`src/sca_pkg.sv`:
```
// constants of the smart card auxiliary control block
// assumes an apb slave port with 32-bit data, 8-bit registers in low bits
package sca_pkg;

    // register indexes; byte address is four times the index
    localparam logic [9:0] IDX_CONT = 10'h0AC;
    localparam logic [9:0] IDX_SEL = 10'h0AB;
    localparam logic [9:0] IDX_ETU_HI = 10'h0B0;
    localparam logic [9:0] IDX_ETU_LO = 10'h0B1;
    localparam logic [9:0] IDX_GT_HI = 10'h0B2;
    localparam logic [9:0] IDX_GT_LO = 10'h0B3;
    localparam logic [9:0] IDX_CTRL = 10'h0B6;
    localparam logic [9:0] IDX_WT_TOP = 10'h0B8;
    localparam logic [9:0] IDX_WT_MID = 10'h0B9;
    localparam logic [9:0] IDX_WT_LOW = 10'h0BA;
    localparam logic [9:0] IDX_IRQ_STAT = 10'h0BB;
    localparam logic [9:0] IDX_IRQ_MASK = 10'h0BC;
    localparam logic [9:0] IDX_CARD_STAT = 10'h0BD;
    localparam logic [9:0] IDX_PMOD = 10'h0BE;

    // field positions
    localparam int CTRL_RESET_BIT = 7;
    localparam int CTRL_SENSE_BIT = 6;
    localparam int CTRL_VSEL_HI = 5;
    localparam int CTRL_VSEL_LO = 4;
    localparam int CONT_SUPPLY_BIT = 0;
    localparam int PMOD_HALVE_BIT = 0;
    localparam int PMOD_PULLUP_BIT = 3;
    localparam int SEL_PS_LO = 0;
    localparam int SEL_PS_HI = 1;
    localparam int IRQ_PRES_BIT = 0;
    localparam int IRQ_GOOD_UP_BIT = 1;
    localparam int IRQ_GOOD_DN_BIT = 2;
    localparam int STAT_PRES_BIT = 0;
    localparam int STAT_GOOD_BIT = 1;
    localparam int STAT_ON_BIT = 2;

    // reset values
    localparam logic [7:0] RST_CTRL = 8'h00;
    localparam logic [7:0] RST_CONT = 8'h00;
    localparam logic [7:0] RST_SEL = 8'h08;
    localparam logic [7:0] RST_PMOD = 8'h00;
    localparam logic [7:0] RST_IRQ = 8'h00;
    localparam logic [10:0] RST_ETU = 11'h174;
    localparam logic [8:0] RST_GT = 9'h00C;
    localparam logic [23:0] RST_WT = 24'h002580;

    // one-hot phases of the bus slave
    typedef enum logic [1:0]
    {
        ST_IDLE = 2'b01,
        ST_ANS = 2'b10
    } sca_bus_st_t;

endpackage

```
`src/sca_alt_div.sv`:
```
// alternate card clock prescaler, delivers a clock enable tick
// assumes the caller gives one clock, a clock enable and a soft reset
`timescale 1ns/100ps
`default_nettype none
module sca_alt_div
    import sca_pkg::*;
(
    // clock and reset
    input wire logic pclk,
    input wire logic presetn,
    input wire logic ce,
    input wire logic soft_rst,
    // control
    input wire logic [1:0] prescale,
    // tick out
    output logic tick
);

    logic [2:0] cnt_reg;
    logic [2:0] cnt_next;
    logic [2:0] div_mask;
    logic tick_next;

    // mask of low counter bits that must be zero for a tick
    assign div_mask = 3'((4'h1 << prescale) - 4'h1);
    assign cnt_next = cnt_reg + 3'h1;
    assign tick_next = (cnt_reg & div_mask) == 3'h0;

    // free counter, restarted by the interface reset
    always_ff @(posedge pclk or negedge presetn)
    begin
        if (!presetn)
        begin
            cnt_reg <= 3'h0;
            tick <= 1'b0;
        end
        else if (ce)
        begin
            cnt_reg <= soft_rst ? 3'h0 : cnt_next;
            tick <= tick_next;
        end
    end

    // divide by one gives a tick every enabled cycle
    property p_alt_div1;
        @(posedge pclk) disable iff (!presetn)
        (ce && prescale == 2'h0) |=> tick;
    endproperty
    a_alt_div1: assert property (p_alt_div1)
        else $error("alt clock not undivided");

    // divide by eight gives one tick in eight cycles
    property p_alt_div8;
        @(posedge pclk) disable iff (!presetn)
        (ce && prescale == 2'h3) ##1 (ce && prescale == 2'h3 && tick)
        ##1 (ce && prescale == 2'h3) |=> !tick;
    endproperty
    a_alt_div8: assert property (p_alt_div8)
        else $error("alt clock divide by eight ticks too often");

endmodule
`default_nettype wire

```
`src/sca_aux_top.sv`:
```
// smart card auxiliary control: card clocks, presence, soft reset, supply
// assumes an apb master on pclk and synchronous pin inputs
//
// What this block and the software using it must do
// Software keeps the iso card clock between one and five megahertz.
// The iso card clock runs at pclk, or at half of it when halving is set.
// The alternate card clock is pclk divided by 1, 2, 4 or 8.
// Bit 3 of the power mode register disconnects the presence pull-up.
// A change of card presence can raise the interrupt.
// Software chooses the active level of presence detection.
// Sense clear: high input means no card; sense set: low means no card.
// The reset bit returns every interface register to its reset value.
// That reset sets the elementary time unit to 372.
// That reset sets the guard time to 12.
// That reset sets the waiting time to 9600.
// The supply voltage follows two select bits of the control register.
// The supply converter follows the enable bit of the contacts register.
// Software selects the voltage before it enables the converter.
// A supply-good flag is set while the supply is within range.
// Software switches the supply off before power-down.
`timescale 1ns/100ps
`default_nettype none
module sca_aux_top
    import sca_pkg::*;
(
    // clock, reset, enable
    input wire logic pclk,
    input wire logic presetn,
    input wire logic ce,
    // apb slave
    input wire logic psel,
    input wire logic penable,
    input wire logic pwrite,
    input wire logic [11:0] paddr,
    input wire logic [31:0] pwdata,
    output logic [31:0] prdata,
    output logic pready,
    output logic pslverr,
    // card side pins
    input wire logic card_presence_input,
    input wire logic supply_in_range,
    output logic presence_pullup_en,
    output logic [1:0] supply_sel,
    output logic supply_on,
    output logic iso_card_clock_en,
    output logic alt_card_clock_en,
    output logic irq
);

    sca_bus_st_t st_reg;
    logic [7:0] ctrl_reg;
    logic [7:0] cont_reg;
    logic [7:0] sel_reg;
    logic [7:0] pmod_reg;
    logic [10:0] etu_reg;
    logic [8:0] gt_reg;
    logic [23:0] wt_reg;
    logic [7:0] irq_stat_reg;
    logic [7:0] irq_mask_reg;
    logic present_reg;
    logic good_reg;
    logic [7:0] rdata;
    logic [7:0] wbyte;
    logic [9:0] idx;
    logic hit;
    logic done;
    logic wr;
    logic soft_rst;
    logic [7:0] irq_set;
    logic [7:0] irq_clr;
    logic [7:0] irq_stat_next;
    logic present_now;
    logic [7:0] card_stat;

    // true when a transfer addresses the given register index
    function automatic logic sel_is(input logic [9:0] a, input logic [9:0] r);
        sel_is = (a == r);
    endfunction

    // bus decode
    assign idx = paddr[11:2];
    assign wbyte = pwdata[7:0];
    assign done = psel && penable && (st_reg == ST_ANS);
    assign wr = done && pwrite;
    assign soft_rst = wr && sel_is(idx, IDX_CTRL)
        && wbyte[CTRL_RESET_BIT];
    assign hit = sel_is(idx, IDX_CONT) || sel_is(idx, IDX_SEL)
        || sel_is(idx, IDX_ETU_HI) || sel_is(idx, IDX_ETU_LO)
        || sel_is(idx, IDX_GT_HI) || sel_is(idx, IDX_GT_LO)
        || sel_is(idx, IDX_CTRL) || sel_is(idx, IDX_WT_TOP)
        || sel_is(idx, IDX_WT_MID) || sel_is(idx, IDX_WT_LOW)
        || sel_is(idx, IDX_IRQ_STAT) || sel_is(idx, IDX_IRQ_MASK)
        || sel_is(idx, IDX_CARD_STAT) || sel_is(idx, IDX_PMOD);

    // presence level as seen by software
    assign present_now = ctrl_reg[CTRL_SENSE_BIT] ? card_presence_input
        : !card_presence_input;
    assign card_stat = {5'h0, cont_reg[CONT_SUPPLY_BIT], good_reg,
        present_reg};

    // read mux; unused bits read as zero
    assign rdata =
        sel_is(idx, IDX_CONT) ? cont_reg :
        sel_is(idx, IDX_SEL) ? sel_reg :
        sel_is(idx, IDX_ETU_HI) ? {5'h0, etu_reg[10:8]} :
        sel_is(idx, IDX_ETU_LO) ? etu_reg[7:0] :
        sel_is(idx, IDX_GT_HI) ? {7'h0, gt_reg[8]} :
        sel_is(idx, IDX_GT_LO) ? gt_reg[7:0] :
        sel_is(idx, IDX_CTRL) ? ctrl_reg :
        sel_is(idx, IDX_WT_TOP) ? wt_reg[23:16] :
        sel_is(idx, IDX_WT_MID) ? wt_reg[15:8] :
        sel_is(idx, IDX_WT_LOW) ? wt_reg[7:0] :
        sel_is(idx, IDX_IRQ_STAT) ? irq_stat_reg :
        sel_is(idx, IDX_IRQ_MASK) ? irq_mask_reg :
        sel_is(idx, IDX_CARD_STAT) ? card_stat :
        sel_is(idx, IDX_PMOD) ? pmod_reg : 8'h00;

    // events; set beats the read clear in the same cycle
    assign irq_set = {5'h0,
        good_reg && !supply_in_range,
        !good_reg && supply_in_range,
        present_now != present_reg};
    // only bits actually returned to software are cleared
    assign irq_clr = (done && !pwrite && sel_is(idx, IDX_IRQ_STAT))
        ? prdata[7:0] : 8'h00;
    assign irq_stat_next = (irq_stat_reg & ~irq_clr) | irq_set;

    // bus phase: one wait state, answer registered
    always_ff @(posedge pclk or negedge presetn)
    begin
        if (!presetn)
        begin
            st_reg <= ST_IDLE;
            pready <= 1'b0;
            pslverr <= 1'b0;
            prdata <= 32'h0000_0000;
        end
        else if (ce)
        begin
            unique case (st_reg)
                ST_IDLE:
                begin
                    if (psel && penable)
                    begin
                        st_reg <= ST_ANS;
                        pready <= 1'b1;
                        pslverr <= !hit;
                        prdata <= (pwrite || !hit) ? 32'h0000_0000
                            : {24'h00_0000, rdata};
                    end
                end
                ST_ANS:
                begin
                    st_reg <= ST_IDLE;
                    pready <= 1'b0;
                    pslverr <= 1'b0;
                end
                default:
                begin
                    st_reg <= ST_IDLE;
                    pready <= 1'b0;
                    pslverr <= 1'b0;
                end
            endcase
        end
    end

    // control and contacts; reset bit never stored, so it reads zero
    always_ff @(posedge pclk or negedge presetn)
    begin
        if (!presetn)
        begin
            ctrl_reg <= RST_CTRL;
            cont_reg <= RST_CONT;
            sel_reg <= RST_SEL;
        end
        else if (ce)
        begin
            if (soft_rst)
            begin
                ctrl_reg <= RST_CTRL;
                cont_reg <= RST_CONT;
                sel_reg <= RST_SEL;
            end
            else if (wr)
            begin
                if (sel_is(idx, IDX_CTRL))
                    ctrl_reg <= {1'b0, wbyte[6:0]};
                if (sel_is(idx, IDX_CONT))
                    cont_reg <= wbyte;
                if (sel_is(idx, IDX_SEL))
                    sel_reg <= wbyte;
            end
        end
    end

    // timing values for the card uart, kept here with their reset values
    always_ff @(posedge pclk or negedge presetn)
    begin
        if (!presetn)
        begin
            etu_reg <= RST_ETU;
            gt_reg <= RST_GT;
            wt_reg <= RST_WT;
        end
        else if (ce)
        begin
            if (soft_rst)
            begin
                etu_reg <= RST_ETU;
                gt_reg <= RST_GT;
                wt_reg <= RST_WT;
            end
            else if (wr)
            begin
                if (sel_is(idx, IDX_ETU_HI))
                    etu_reg[10:8] <= wbyte[2:0];
                if (sel_is(idx, IDX_ETU_LO))
                    etu_reg[7:0] <= wbyte;
                if (sel_is(idx, IDX_GT_HI))
                    gt_reg[8] <= wbyte[0];
                if (sel_is(idx, IDX_GT_LO))
                    gt_reg[7:0] <= wbyte;
                if (sel_is(idx, IDX_WT_TOP))
                    wt_reg[23:16] <= wbyte;
                if (sel_is(idx, IDX_WT_MID))
                    wt_reg[15:8] <= wbyte;
                if (sel_is(idx, IDX_WT_LOW))
                    wt_reg[7:0] <= wbyte;
            end
        end
    end

    // power mode sits outside the interface, so soft reset leaves it
    always_ff @(posedge pclk or negedge presetn)
    begin
        if (!presetn)
            pmod_reg <= RST_PMOD;
        else if (ce && wr && sel_is(idx, IDX_PMOD))
            pmod_reg <= wbyte;
    end

    // interrupt status, mask and sampled card levels
    always_ff @(posedge pclk or negedge presetn)
    begin
        if (!presetn)
        begin
            irq_stat_reg <= RST_IRQ;
            irq_mask_reg <= RST_IRQ;
            present_reg <= 1'b0;
            good_reg <= 1'b0;
            irq <= 1'b0;
        end
        else if (ce)
        begin
            present_reg <= present_now;
            good_reg <= supply_in_range;
            irq_stat_reg <= soft_rst ? RST_IRQ : irq_stat_next;
            if (soft_rst)
                irq_mask_reg <= RST_IRQ;
            else if (wr && sel_is(idx, IDX_IRQ_MASK))
                irq_mask_reg <= wbyte;
            irq <= |(irq_stat_reg & irq_mask_reg);
        end
    end

    // pin drivers, all registered
    always_ff @(posedge pclk or negedge presetn)
    begin
        if (!presetn)
        begin
            presence_pullup_en <= 1'b1;
            supply_sel <= 2'h0;
            supply_on <= 1'b0;
            iso_card_clock_en <= 1'b0;
        end
        else if (ce)
        begin
            presence_pullup_en <= !pmod_reg[PMOD_PULLUP_BIT];
            supply_sel <= ctrl_reg[CTRL_VSEL_HI:CTRL_VSEL_LO];
            supply_on <= cont_reg[CONT_SUPPLY_BIT];
            // halving alternates the enable; the gate cell makes the clock
            iso_card_clock_en <= pmod_reg[PMOD_HALVE_BIT]
                ? !iso_card_clock_en : 1'b1;
        end
    end

    // alternate card clock prescaler
    sca_alt_div u_alt_div
    (
        .pclk(pclk),
        .presetn(presetn),
        .ce(ce),
        .soft_rst(soft_rst),
        .prescale(sel_reg[SEL_PS_HI:SEL_PS_LO]),
        .tick(alt_card_clock_en)
    );

    property p_iso_full;
        @(posedge pclk) disable iff (!presetn)
        (ce && !pmod_reg[PMOD_HALVE_BIT]) |=> iso_card_clock_en;
    endproperty
    a_iso_full: assert property (p_iso_full)
        else $error("iso clock enable missing at full rate");

    property p_iso_half;
        @(posedge pclk) disable iff (!presetn)
        (ce && pmod_reg[PMOD_HALVE_BIT] && iso_card_clock_en)
        |=> !iso_card_clock_en;
    endproperty
    a_iso_half: assert property (p_iso_half)
        else $error("iso clock enable not halved");

    property p_pullup;
        @(posedge pclk) disable iff (!presetn)
        (ce && wr && sel_is(idx, IDX_PMOD) && wbyte[PMOD_PULLUP_BIT])
        ##1 ce |=> !presence_pullup_en;
    endproperty
    a_pullup: assert property (p_pullup)
        else $error("pull-up still connected after disable");

    property p_pres_irq;
        @(posedge pclk) disable iff (!presetn)
        (ce && !soft_rst && present_now != present_reg) ##1
        (ce && irq_mask_reg[IRQ_PRES_BIT]) |=> irq;
    endproperty
    a_pres_irq: assert property (p_pres_irq)
        else $error("presence change raised no interrupt");

    property p_sense;
        @(posedge pclk) disable iff (!presetn)
        (ce && (ctrl_reg[CTRL_SENSE_BIT] != card_presence_input))
        |=> !present_reg;
    endproperty
    a_sense: assert property (p_sense)
        else $error("card seen present at the no-card level");

    property p_soft_rst;
        @(posedge pclk) disable iff (!presetn)
        (ce && soft_rst) |=> (ctrl_reg == RST_CTRL && sel_reg == RST_SEL
        && cont_reg == RST_CONT && irq_mask_reg == RST_IRQ);
    endproperty
    a_soft_rst: assert property (p_soft_rst)
        else $error("interface reset left a register set");

    property p_times;
        @(posedge pclk) disable iff (!presetn)
        (ce && soft_rst) |=> (etu_reg == 11'd372 && gt_reg == 9'd12
        && wt_reg == 24'd9600);
    endproperty
    a_times: assert property (p_times)
        else $error("timing values not restored by interface reset");

    property p_supply;
        @(posedge pclk) disable iff (!presetn)
        ce ##1 ce |=> (supply_sel == $past(ctrl_reg[5:4], 1)
        && supply_on == $past(cont_reg[0], 1));
    endproperty
    a_supply: assert property (p_supply)
        else $error("supply pins do not follow the registers");

    property p_good;
        @(posedge pclk) disable iff (!presetn)
        (ce && supply_in_range) |=> card_stat[STAT_GOOD_BIT];
    endproperty
    a_good: assert property (p_good)
        else $error("supply good flag not set");

    c_soft_rst: cover property (@(posedge pclk) disable iff (!presetn)
        ce && soft_rst);
    c_irq: cover property (@(posedge pclk) disable iff (!presetn)
        $rose(irq));
    c_stat_read: cover property (@(posedge pclk) disable iff (!presetn)
        irq_clr != 8'h00);

endmodule
`default_nettype wire

```
`config.mk`:
```
export PLATFORM = sky130hd
export DESIGN_NAME = sca_aux_top
export DESIGN_NICKNAME = d
export VERILOG_FILES = /design/src/sca_pkg.sv /design/src/sca_alt_div.sv /design/src/sca_aux_top.sv
export SDC_FILE = /design/constraint.sdc
export NUM_CORES = 1
export LEC_CHECK = 0
export ABC_AREA = 1
export CELL_PAD_IN_SITES_DETAIL_PLACEMENT = 1
export CELL_PAD_IN_SITES_GLOBAL_PLACEMENT = 1
export CORE_MARGIN = 3
export CORE_UTILIZATION = 30
export CTS_CLUSTER_SIZE = 28
export DETAILED_ROUTE_END_ITERATION = 8
export DONT_BUFFER_PORTS = 1
export PLACE_DENSITY = 0.58
export SKIP_CTS_REPAIR_TIMING = 1
export SYNTH_ARGS = -nofsm -noshare
export SYNTH_HDL_FRONTEND = slang
export SYNTH_SLANG_ARGS = --single-unit
```
`constraint.sdc`:
```
create_clock -name pclk -period 3.1 [get_ports pclk]
set_clock_uncertainty 0.05 [all_clocks]
set_input_delay 0.62 -clock pclk [delete_from_list [all_inputs] [get_ports pclk]]
set_output_delay 0.62 -clock pclk [all_outputs]
set_load 0.01 [all_outputs]
```
==> results.ini, run 1 <==
[final_layout]
antenna_cells=0
layout-drive-gt1-share_pct=12.17
areaGrowthSynthToFinish_pct=15.25
fin_nets=796
largest_reg_flops=24

[hold_path]
hold_class=in2async

[clock_network]
cts_tree=built
htreeDepth=4
path_clk_slew_ns=0.06
insertion_delay_ns=0.43
cts_root_buf=clkbuf_16
cts_buffers=17
cts_buffer_depth=2
cts.sinks=114

[die]
rows=50
io_pins=93
dieArea_um2=20930
initial_core_util_pct=30.74
design.core.area_um2=18770
die_w_um=144.7
die_height_um=144.7

[detailed_routing]
drt-pass1-iter-count=4
route.detailed.drc=0
avgViaCountPerCell=5.046
avgRoutedWirePerCell_um=20.16
ant_nets=0
drt_iter0_markers=380
wirelength_mm=19.95
num_vias=4996

[status]
status=completed

[yosys]
ys_seq_area_share_pct=49.75
synth_most_common_cell=nand2_1
netlist.area_leader.share_pct=43.37
ys_seq_elements=114
async_flop_share_pct=100.0
netlist_instances=726
netlist_area_um2=5769
synth_edf_count=0
synth_top_area_cell=dfrtp_1
synth_warnings=0
yosysUniqueCellTypes=43
ys.flop_type=dfrtp_1
syn_area_per_cell_um2=7.947
yosys-top-cells-count=223 x nand2_1, 100 x dfrtp_1, 73 x o21ai_0
synthTopCellsByArea=dfrtp_1 43%, nand2_1 15%, dfstp_2 6.4%, o21ai_0 6.3%, inv_1 4.6%

[sta]
worstMarginPinSlew_ns=0.8154
final.min_clock_period_ns=2.467
min_period_over_period_pct=79.59
setup_viol_count_final=0
hold_violations=0
fin_tns_setup_ns=0
slew_headroom_pct=45.63
max_freq_mhz=405.3
rsz0062_at_grt=false
drv_slew=0
holdWs_ns=0.05695

[worst_setup_path]
worstPathRequired_ns=3.32
cp_max_fo=17
start_kind=flop
criticalPathCategory=reg2reg
cp_data_arrival_time_ns=2.68
crit_path_end_kind=flop

[power_and_ir_drop]
p_per_area_nw_per_um2=582.7
p_leak_nw=3.251
ir_worst_vdd_uv=347.3

[grt]
antenna_found_initial=0
overflow=0
grt_max_degree=115
track_usage_pct=19.77
grt_pass1_vias=5224
grt_pass1_wl_mm=30.61

[place]
place.gp.congestion=0.8149
hpwl_mm=14.39
io_buffers=0

[job]
drv_cap=0

==> kinds of logic after synthesis <==
kind of cell / count (synthesis) / synth area share [%]
xor gates and xnor gates: 3 / 0.4555
adders and majority gates: 1 / 0.2168
other: 1 / 0.06500
buffers and inverters: 117 / 9.521
and+or+nand+nor: 337 / 24.94
AOI/OAI and AO/OA: 150 / 14.51
DFF: 114 / 49.75
muxes: 3 / 0.5422
==> final cells by class <==
| type | instances | area, um^2 |
|---|---|---|
| fillers | 2257 | 12120 |
| flip-flops and latches | 114 | 2870 |
| multi-input cells | 518 | 2436 |
| clock buffers | 20 | 466.7 |
| well taps | 234 | 292.8 |
| inverters | 76 | 285.3 |
| clock inverters | 12 | 155.1 |
| repair buffers | 16 | 142.6 |
==> power breakdown <==
part / leakage (nW) / switching, mW / internal (mW)
clock: 0.291 / 0.735 / 1.33
sequential: 1.46 / 0.0428 / 1.54
combinational: 1.50 / 0.169 / 0.0616
total: 3.25 / 0.947 / 2.93
==> cells in the final DEF, fill, tap and decap left out, drive strengths merged, types with 3 or more instances in the layout <==
cell type  Yosys  final
dfstp         14     14
nand2        228    228
clkinv         2      5
a21oi         21     21
clkinvlp       0      5
nand3         25     25
or2            7      7
o21ai        103    103
a311oi         4      4
nand4         17     17
clkbuf         5     20
bufinv         0      3
o22ai         11     11
dfrtp        100    100
buf           36     15
nor3           9      9
conb           1     24
inv           74     75
o2111ai        3      3
nor2          49     49
==> metrics by stage <==
step	power, mW	setup slack [ns]	util, %	cells	cell area [um^2]
3_5_place_dp	1.804	0.1846	31.91	956	5989
3_3_place_gp	1.791	0.3017	31.91	956	5989
2_1_floorplan	1.758	0.9112	-	749	5856
5_1_grt	4.025	0.4223	35.43	990	6649
4_1_cts	3.869	0.5867	35.23	988	6611
6_report	3.874	0.6327	35.43	990	6649
==> layer usage <==
metal	wire (um)	vias to the layer above	GRT usage (%)
li1	-	2362	-
met1	9236	2508	26.14
met2	9587	107	32.50
met3	821	19	4.404
met4	309	0	6.038
met5	0	-	0
==> worst max-delay path, stage by stage (launching register included) <==
cell     delay, ns
dfrtp_1       0.42
inv_1         0.08
nor3_1        0.42
nand3_2       0.21
nor2_8        0.22
inv_2         0.22
nand2_1       0.48
o21ai_0       0.20
==> worst paths after layout <==
check / start / to / slack (ns) / cells after the start
setup / recovery: pready / wt_reg[9] / 0.63 / 7
hold / removal: presetn / gt_reg[1] / 0.06 / 1
max in group asynchronous: presetn / wt_reg[7] / 1.91 / 1
min in group pclk: ce / pready / 0.25 / 1
hold reg to reg: sel_reg[3] / sel_reg[3] / 0.43 / 2
setup reg to reg: pready / wt_reg[9] / 0.63 / 7
Note: power is estimated with default switching activity, not from simulation.
==> inputs of run 2 (changes only) <==
- PLACE_DENSITY: 0.58 -> 0.6
- clock period: 3.1 -> 2 ns (I/O delays scaled with it)
==> run 2 against run 1 <==
Net effect:
- the run now ends with negative hold slack left
- first-iteration DRC count fell by 37%
- clock-buffer cell count rose by 3
- sequential power up 55%
- largest power group unchanged
- utilization is 3.4 points higher
==> results.ini, run 2 (synthesized netlist as in run 1, its figures left out) <==
[power_and_ir_drop]
p_comb_share_pct=6.5
power_mw=6.014
p_switching_mw=1.401
p_per_area_nw_per_um2=824.7
p_clk_share_pct=52.8
p_leak_nw=3.630
p_int_mw=4.613
power_frac_seq_pct=40.7
ir_worst_vdd_uv=468.2
p_sw_share_pct=23.30

[die]
io_pins=93
design.core.area_um2=18770
die_w_um=144.7
rows=50
initial_core_util_pct=30.74
die_height_um=144.7
dieArea_um2=20930

[clock_network]
path_clk_slew_ns=0.05
cts_root_buf=clkbuf_16
cts_buffers=17
htreeDepth=4
cts.sinks=114
cts_buffer_depth=2
insertion_delay_ns=0.43
cts_tree=built

[final_layout]
antenna_cells=0
layout-drive-gt1-share_pct=20.56
largest_reg_flops=24
areaGrowthSynthToFinish_pct=26.39
final_common_cell=nand2_1
fin_nets=862
mostFrequentLayoutCells=218 x nand2_1, 100 x dfrtp_1, 74 x buf_4, 71 x o21ai_0, 70 x inv_1
fillers=2254
fin_util_pct=38.85
layoutNonFillerInstCount=1056
finalInstanceArea_um2=7292

[status]
violations=negative hold slack
status=finished, violations left

[detailed_routing]
avgViaCountPerCell=4.986
wirelength_mm=20.48
route.detailed.drc=0
avgRoutedWirePerCell_um=19.39
drt_iter0_markers=241
drt-pass1-iter-count=5
ant_nets=0
num_vias=5265

[sta]
fin_ws_ns=0.1027
worstMarginPinSlew_ns=0.5837
holdWs_ns=-0.3751
setup_viol_count_final=0
min_period_over_period_pct=94.87
final.min_clock_period_ns=1.897
max_freq_mhz=527.1
drv_slew=0
rsz0062_at_grt=true
hold_violations=114
fin_tns_setup_ns=0
slew_headroom_pct=60.73

[worst_setup_path]
cp_data_arrival_time_ns=2.14
crit_path_end_kind=flop
criticalPathCategory=reg2reg
start_kind=flop
cp_max_fo=12
worstPathRequired_ns=2.24

[grt]
grt_pass1_wl_mm=31.88
overflow=0
antenna_found_initial=0
track_usage_pct=20.34
grt_pass1_vias=5542
grt_max_degree=115

[job]
drv_cap=0

[place]
place.gp.congestion=0.8161
pre_cts_ws_ns=-0.3919
placed_area_um2=6535
placedCellCount=1022
io_buffers=0
hpwl_mm=15.41

[hold_path]
hold_class=in2async

-- run 2: cell types whose count changed in the layout (fill, tap and decap cells not counted), sizes merged --
cell and change:
clkbuf +3, dlygate4sd3 -1, clkinvlp -2, buf +67
inv -1
-- run 2: routing by layer --
metal / global-route usage, % / vias up / wire, um
li1: - / 2501 / -
met1: 25.89 / 2627 / 9002
met2: 34.87 / 110 / 10200
met3: 3.812 / 27 / 866
met4: 6.726 / 0 / 412
met5: 0 / - / 0
-- run 2: worst max-delay path, cell delays in order, from the launching register on --
cell     delay, ns
dfrtp_1       0.34
inv_1         0.07
nor3_2        0.29
nand2_1       0.11
nor2_2        0.18
buf_6         0.25
nand2_1       0.14
buf_4         0.18
nand3_1       0.07
o21ai_0       0.09
-- run 2: final timing paths --
| path | startpoint | slack (ns) | depth (start not counted) | end |
|---|---|---|---|---|
| hold reg to reg | gt_reg[2] | 0.43 | 2 | gt_reg[2] |
| setup / recovery | pready | 0.10 | 9 | irq_mask_reg[0] |
| setup reg to reg | pready | 0.10 | 9 | irq_mask_reg[0] |
| min in group pclk | ce | 0.04 | 1 | u_alt_div.cnt_reg[1] |
| hold / removal | presetn | -0.38 | 0 | wt_reg[0] |
| max in group asynchronous | presetn | 2.02 | 0 | etu_reg[5] |
-- run 2: layout make-up --
type | instances | area (um^2) | share of cell area, %
Sequential cell | 114 | 2870 | 39.36
Multi-Input combinational cell | 518 | 2547 | 34.93
Timing Repair Buffer | 82 | 680.7 | 9.334
Clock buffer | 23 | 488.0 | 6.692
Tap cell | 234 | 292.8 | 4.015
Inverter | 76 | 285.3 | 3.912
Clock inverter | 9 | 127.6 | 1.750
-- run 2: power groups by stage --
stage	Combinational, mW	Sequential [mW]	Clock [mW]
after global routing	0.443	2.46	3.34
after global placement	0.356	2.48	0
after floorplan	0.250	2.47	0
after detailed placement	0.382	2.49	0
final	0.392	2.45	3.17
after CTS	0.384	2.45	3.23
==> inputs of run 3 (changes only) <==
- MAX_ROUTING_LAYER: not set -> met4
==> run 3 against run 2 <==
Net effect:
- the run still ends with negative hold slack left
- non-clock buffer count did not move
- die area did not move
- worst hold slack is essentially flat
- flip-flop and latch count unchanged
- sequential share of layout area barely moved
- utilization hardly changed
- wire length fell by 0.17%
- combinational power hardly changed
- clock power hardly changed
- sequential power about the same
- largest cell class unchanged
- largest power group unchanged
- highest routed layer unchanged
==> results.ini, run 3 (synthesized netlist as in run 1, its figures left out) <==
[power_and_ir_drop]
ir_worst_vdd_uv=467.6
p_per_area_nw_per_um2=824.9
p_leak_nw=3.630

[die]
die_w_um=144.7
rows=50
design.core.area_um2=18770
dieArea_um2=20930
initial_core_util_pct=30.74
die_height_um=144.7
io_pins=93

[worst_setup_path]
start_kind=flop
reg2reg_from=pready
r2r_slack_ns=0.1
cp_data_arrival_time_ns=2.14
r2r_cells=9
critical_path.cell_chain=inv_1 > nor3_2 > nand2_1 > nor2_2 > buf_6 > nand2_1 > buf_4 > nand3_1 > o21ai_0
crit_path_max_incr_delay_ns=0.34
cp_num_buf_inv=3
worstPathRequired_ns=2.24
cp_max_fo=12
crit_slowest_cell=dfrtp_1
cp_common_cell=nand2_1
r2r-end=irq_mask_reg[0]
criticalPathCategory=reg2reg
crit_path_end_kind=flop
cp_top_family=simple AND/OR/NAND/NOR gates

[sta]
min_period_over_period_pct=95.18
setup_viol_count_final=0
hold_violations=114
rsz0062_at_grt=true
worstMarginPinSlew_ns=0.5910
drv_slew=0
fin_tns_setup_ns=0
final.min_clock_period_ns=1.904
holdWs_ns=-0.3750
max_freq_mhz=525.3
slew_headroom_pct=60.24
fin_ws_ns=0.09646

[detailed_routing]
ant_nets=0
avgRoutedWirePerCell_um=19.36
num_vias=5255
drt_iter0_markers=235
avgViaCountPerCell=4.976
drt-pass1-iter-count=5
route.detailed.drc=0
wirelength_mm=20.44

[clock_network]
cts_tree=built
htreeDepth=4
cts_buffer_depth=2
cts.sinks=114
insertion_delay_ns=0.42
cts_root_buf=clkbuf_16
path_clk_slew_ns=0.05
cts_buffers=17

[grt]
grt_pass1_wl_mm=31.91
grt_pass1_vias=5554
grt_max_degree=115
antenna_found_initial=0
overflow=0
track_usage_pct=20.96

[place]
io_buffers=0
hpwl_mm=15.41
placed_area_um2=6535
pre_cts_ws_ns=-0.3919
placedCellCount=1022
place.gp.congestion=0.8282

[final_layout]
finalInstanceArea_um2=7289
antenna_cells=0
layout-drive-gt1-share_pct=20.44
multiInputGateArea_um2=2545
areaGrowthSynthToFinish_pct=26.35
largest_reg_flops=24
mostFrequentLayoutCells=218 x nand2_1, 100 x dfrtp_1, 74 x buf_4, 71 x o21ai_0, 70 x inv_1
fillers=2253
fin_nets=862
seqCellArea_um2=2870
layoutNonFillerInstCount=1056
final_common_cell=nand2_1

[status]
violations=negative hold slack
status=finished, violations left

[job]
drv_cap=0

[hold_path]
hold_class=in2async

==> run 3: changes by cell type in the layout (fill, tap and decap cells not counted) <==
cell    previous run  this run
nor2_1            41        42
nor2_2             4         3
==> run 3: how the worst max path moves through the flow <==
stage	start	endpoint	slack, ns	cells after the start
2_1_floorplan	paddr[8]	gt_reg[5]	0.03	11
3_3_place_gp	paddr[10]	prdata[2]	-0.34	16
3_5_place_dp	paddr[8]	prdata[2]	-0.39	13
4_1_cts	pready	ctrl_reg[4]	-0.18	8
5_1_grt	pready	irq_mask_reg[0]	-0.04	9
6_report	pready	irq_mask_reg[0]	0.1	9
==> run 3: stage by stage <==
stage	power [mW]	util (%)
6_report	6.013	38.84
5_1_grt	6.236	38.84
4_1_cts	6.064	38.10
3_5_place_dp	2.868	34.82
3_3_place_gp	2.835	34.82
2_1_floorplan	2.724	-
==> run 3: layout make-up <==
class                   count  share of cell area (%)
flip-flops and latches    114                   39.38
clock inverters             9                   1.751
repair buffers             82                   9.337
clock buffers              23                   6.694
multi-input cells         518                   34.91
inverters                  76                   3.913
well taps                 234                   4.016
==> run 3: routing by layer <==
metal  up-vias  track usage (%)  routed length (um)
li1       2504                -                   -
met1      2603            26.06                8922
met2       122            34.75               10200
met3        26            3.648                 904
met4         0            6.922                 417
met5         -                -                   0
==> run 3: power breakdown <==
group	switching, mW	internal (mW)
Sequential	0.0588	2.39
Combinational	0.250	0.143
Clock	1.09	2.08
Total	1.40	4.61
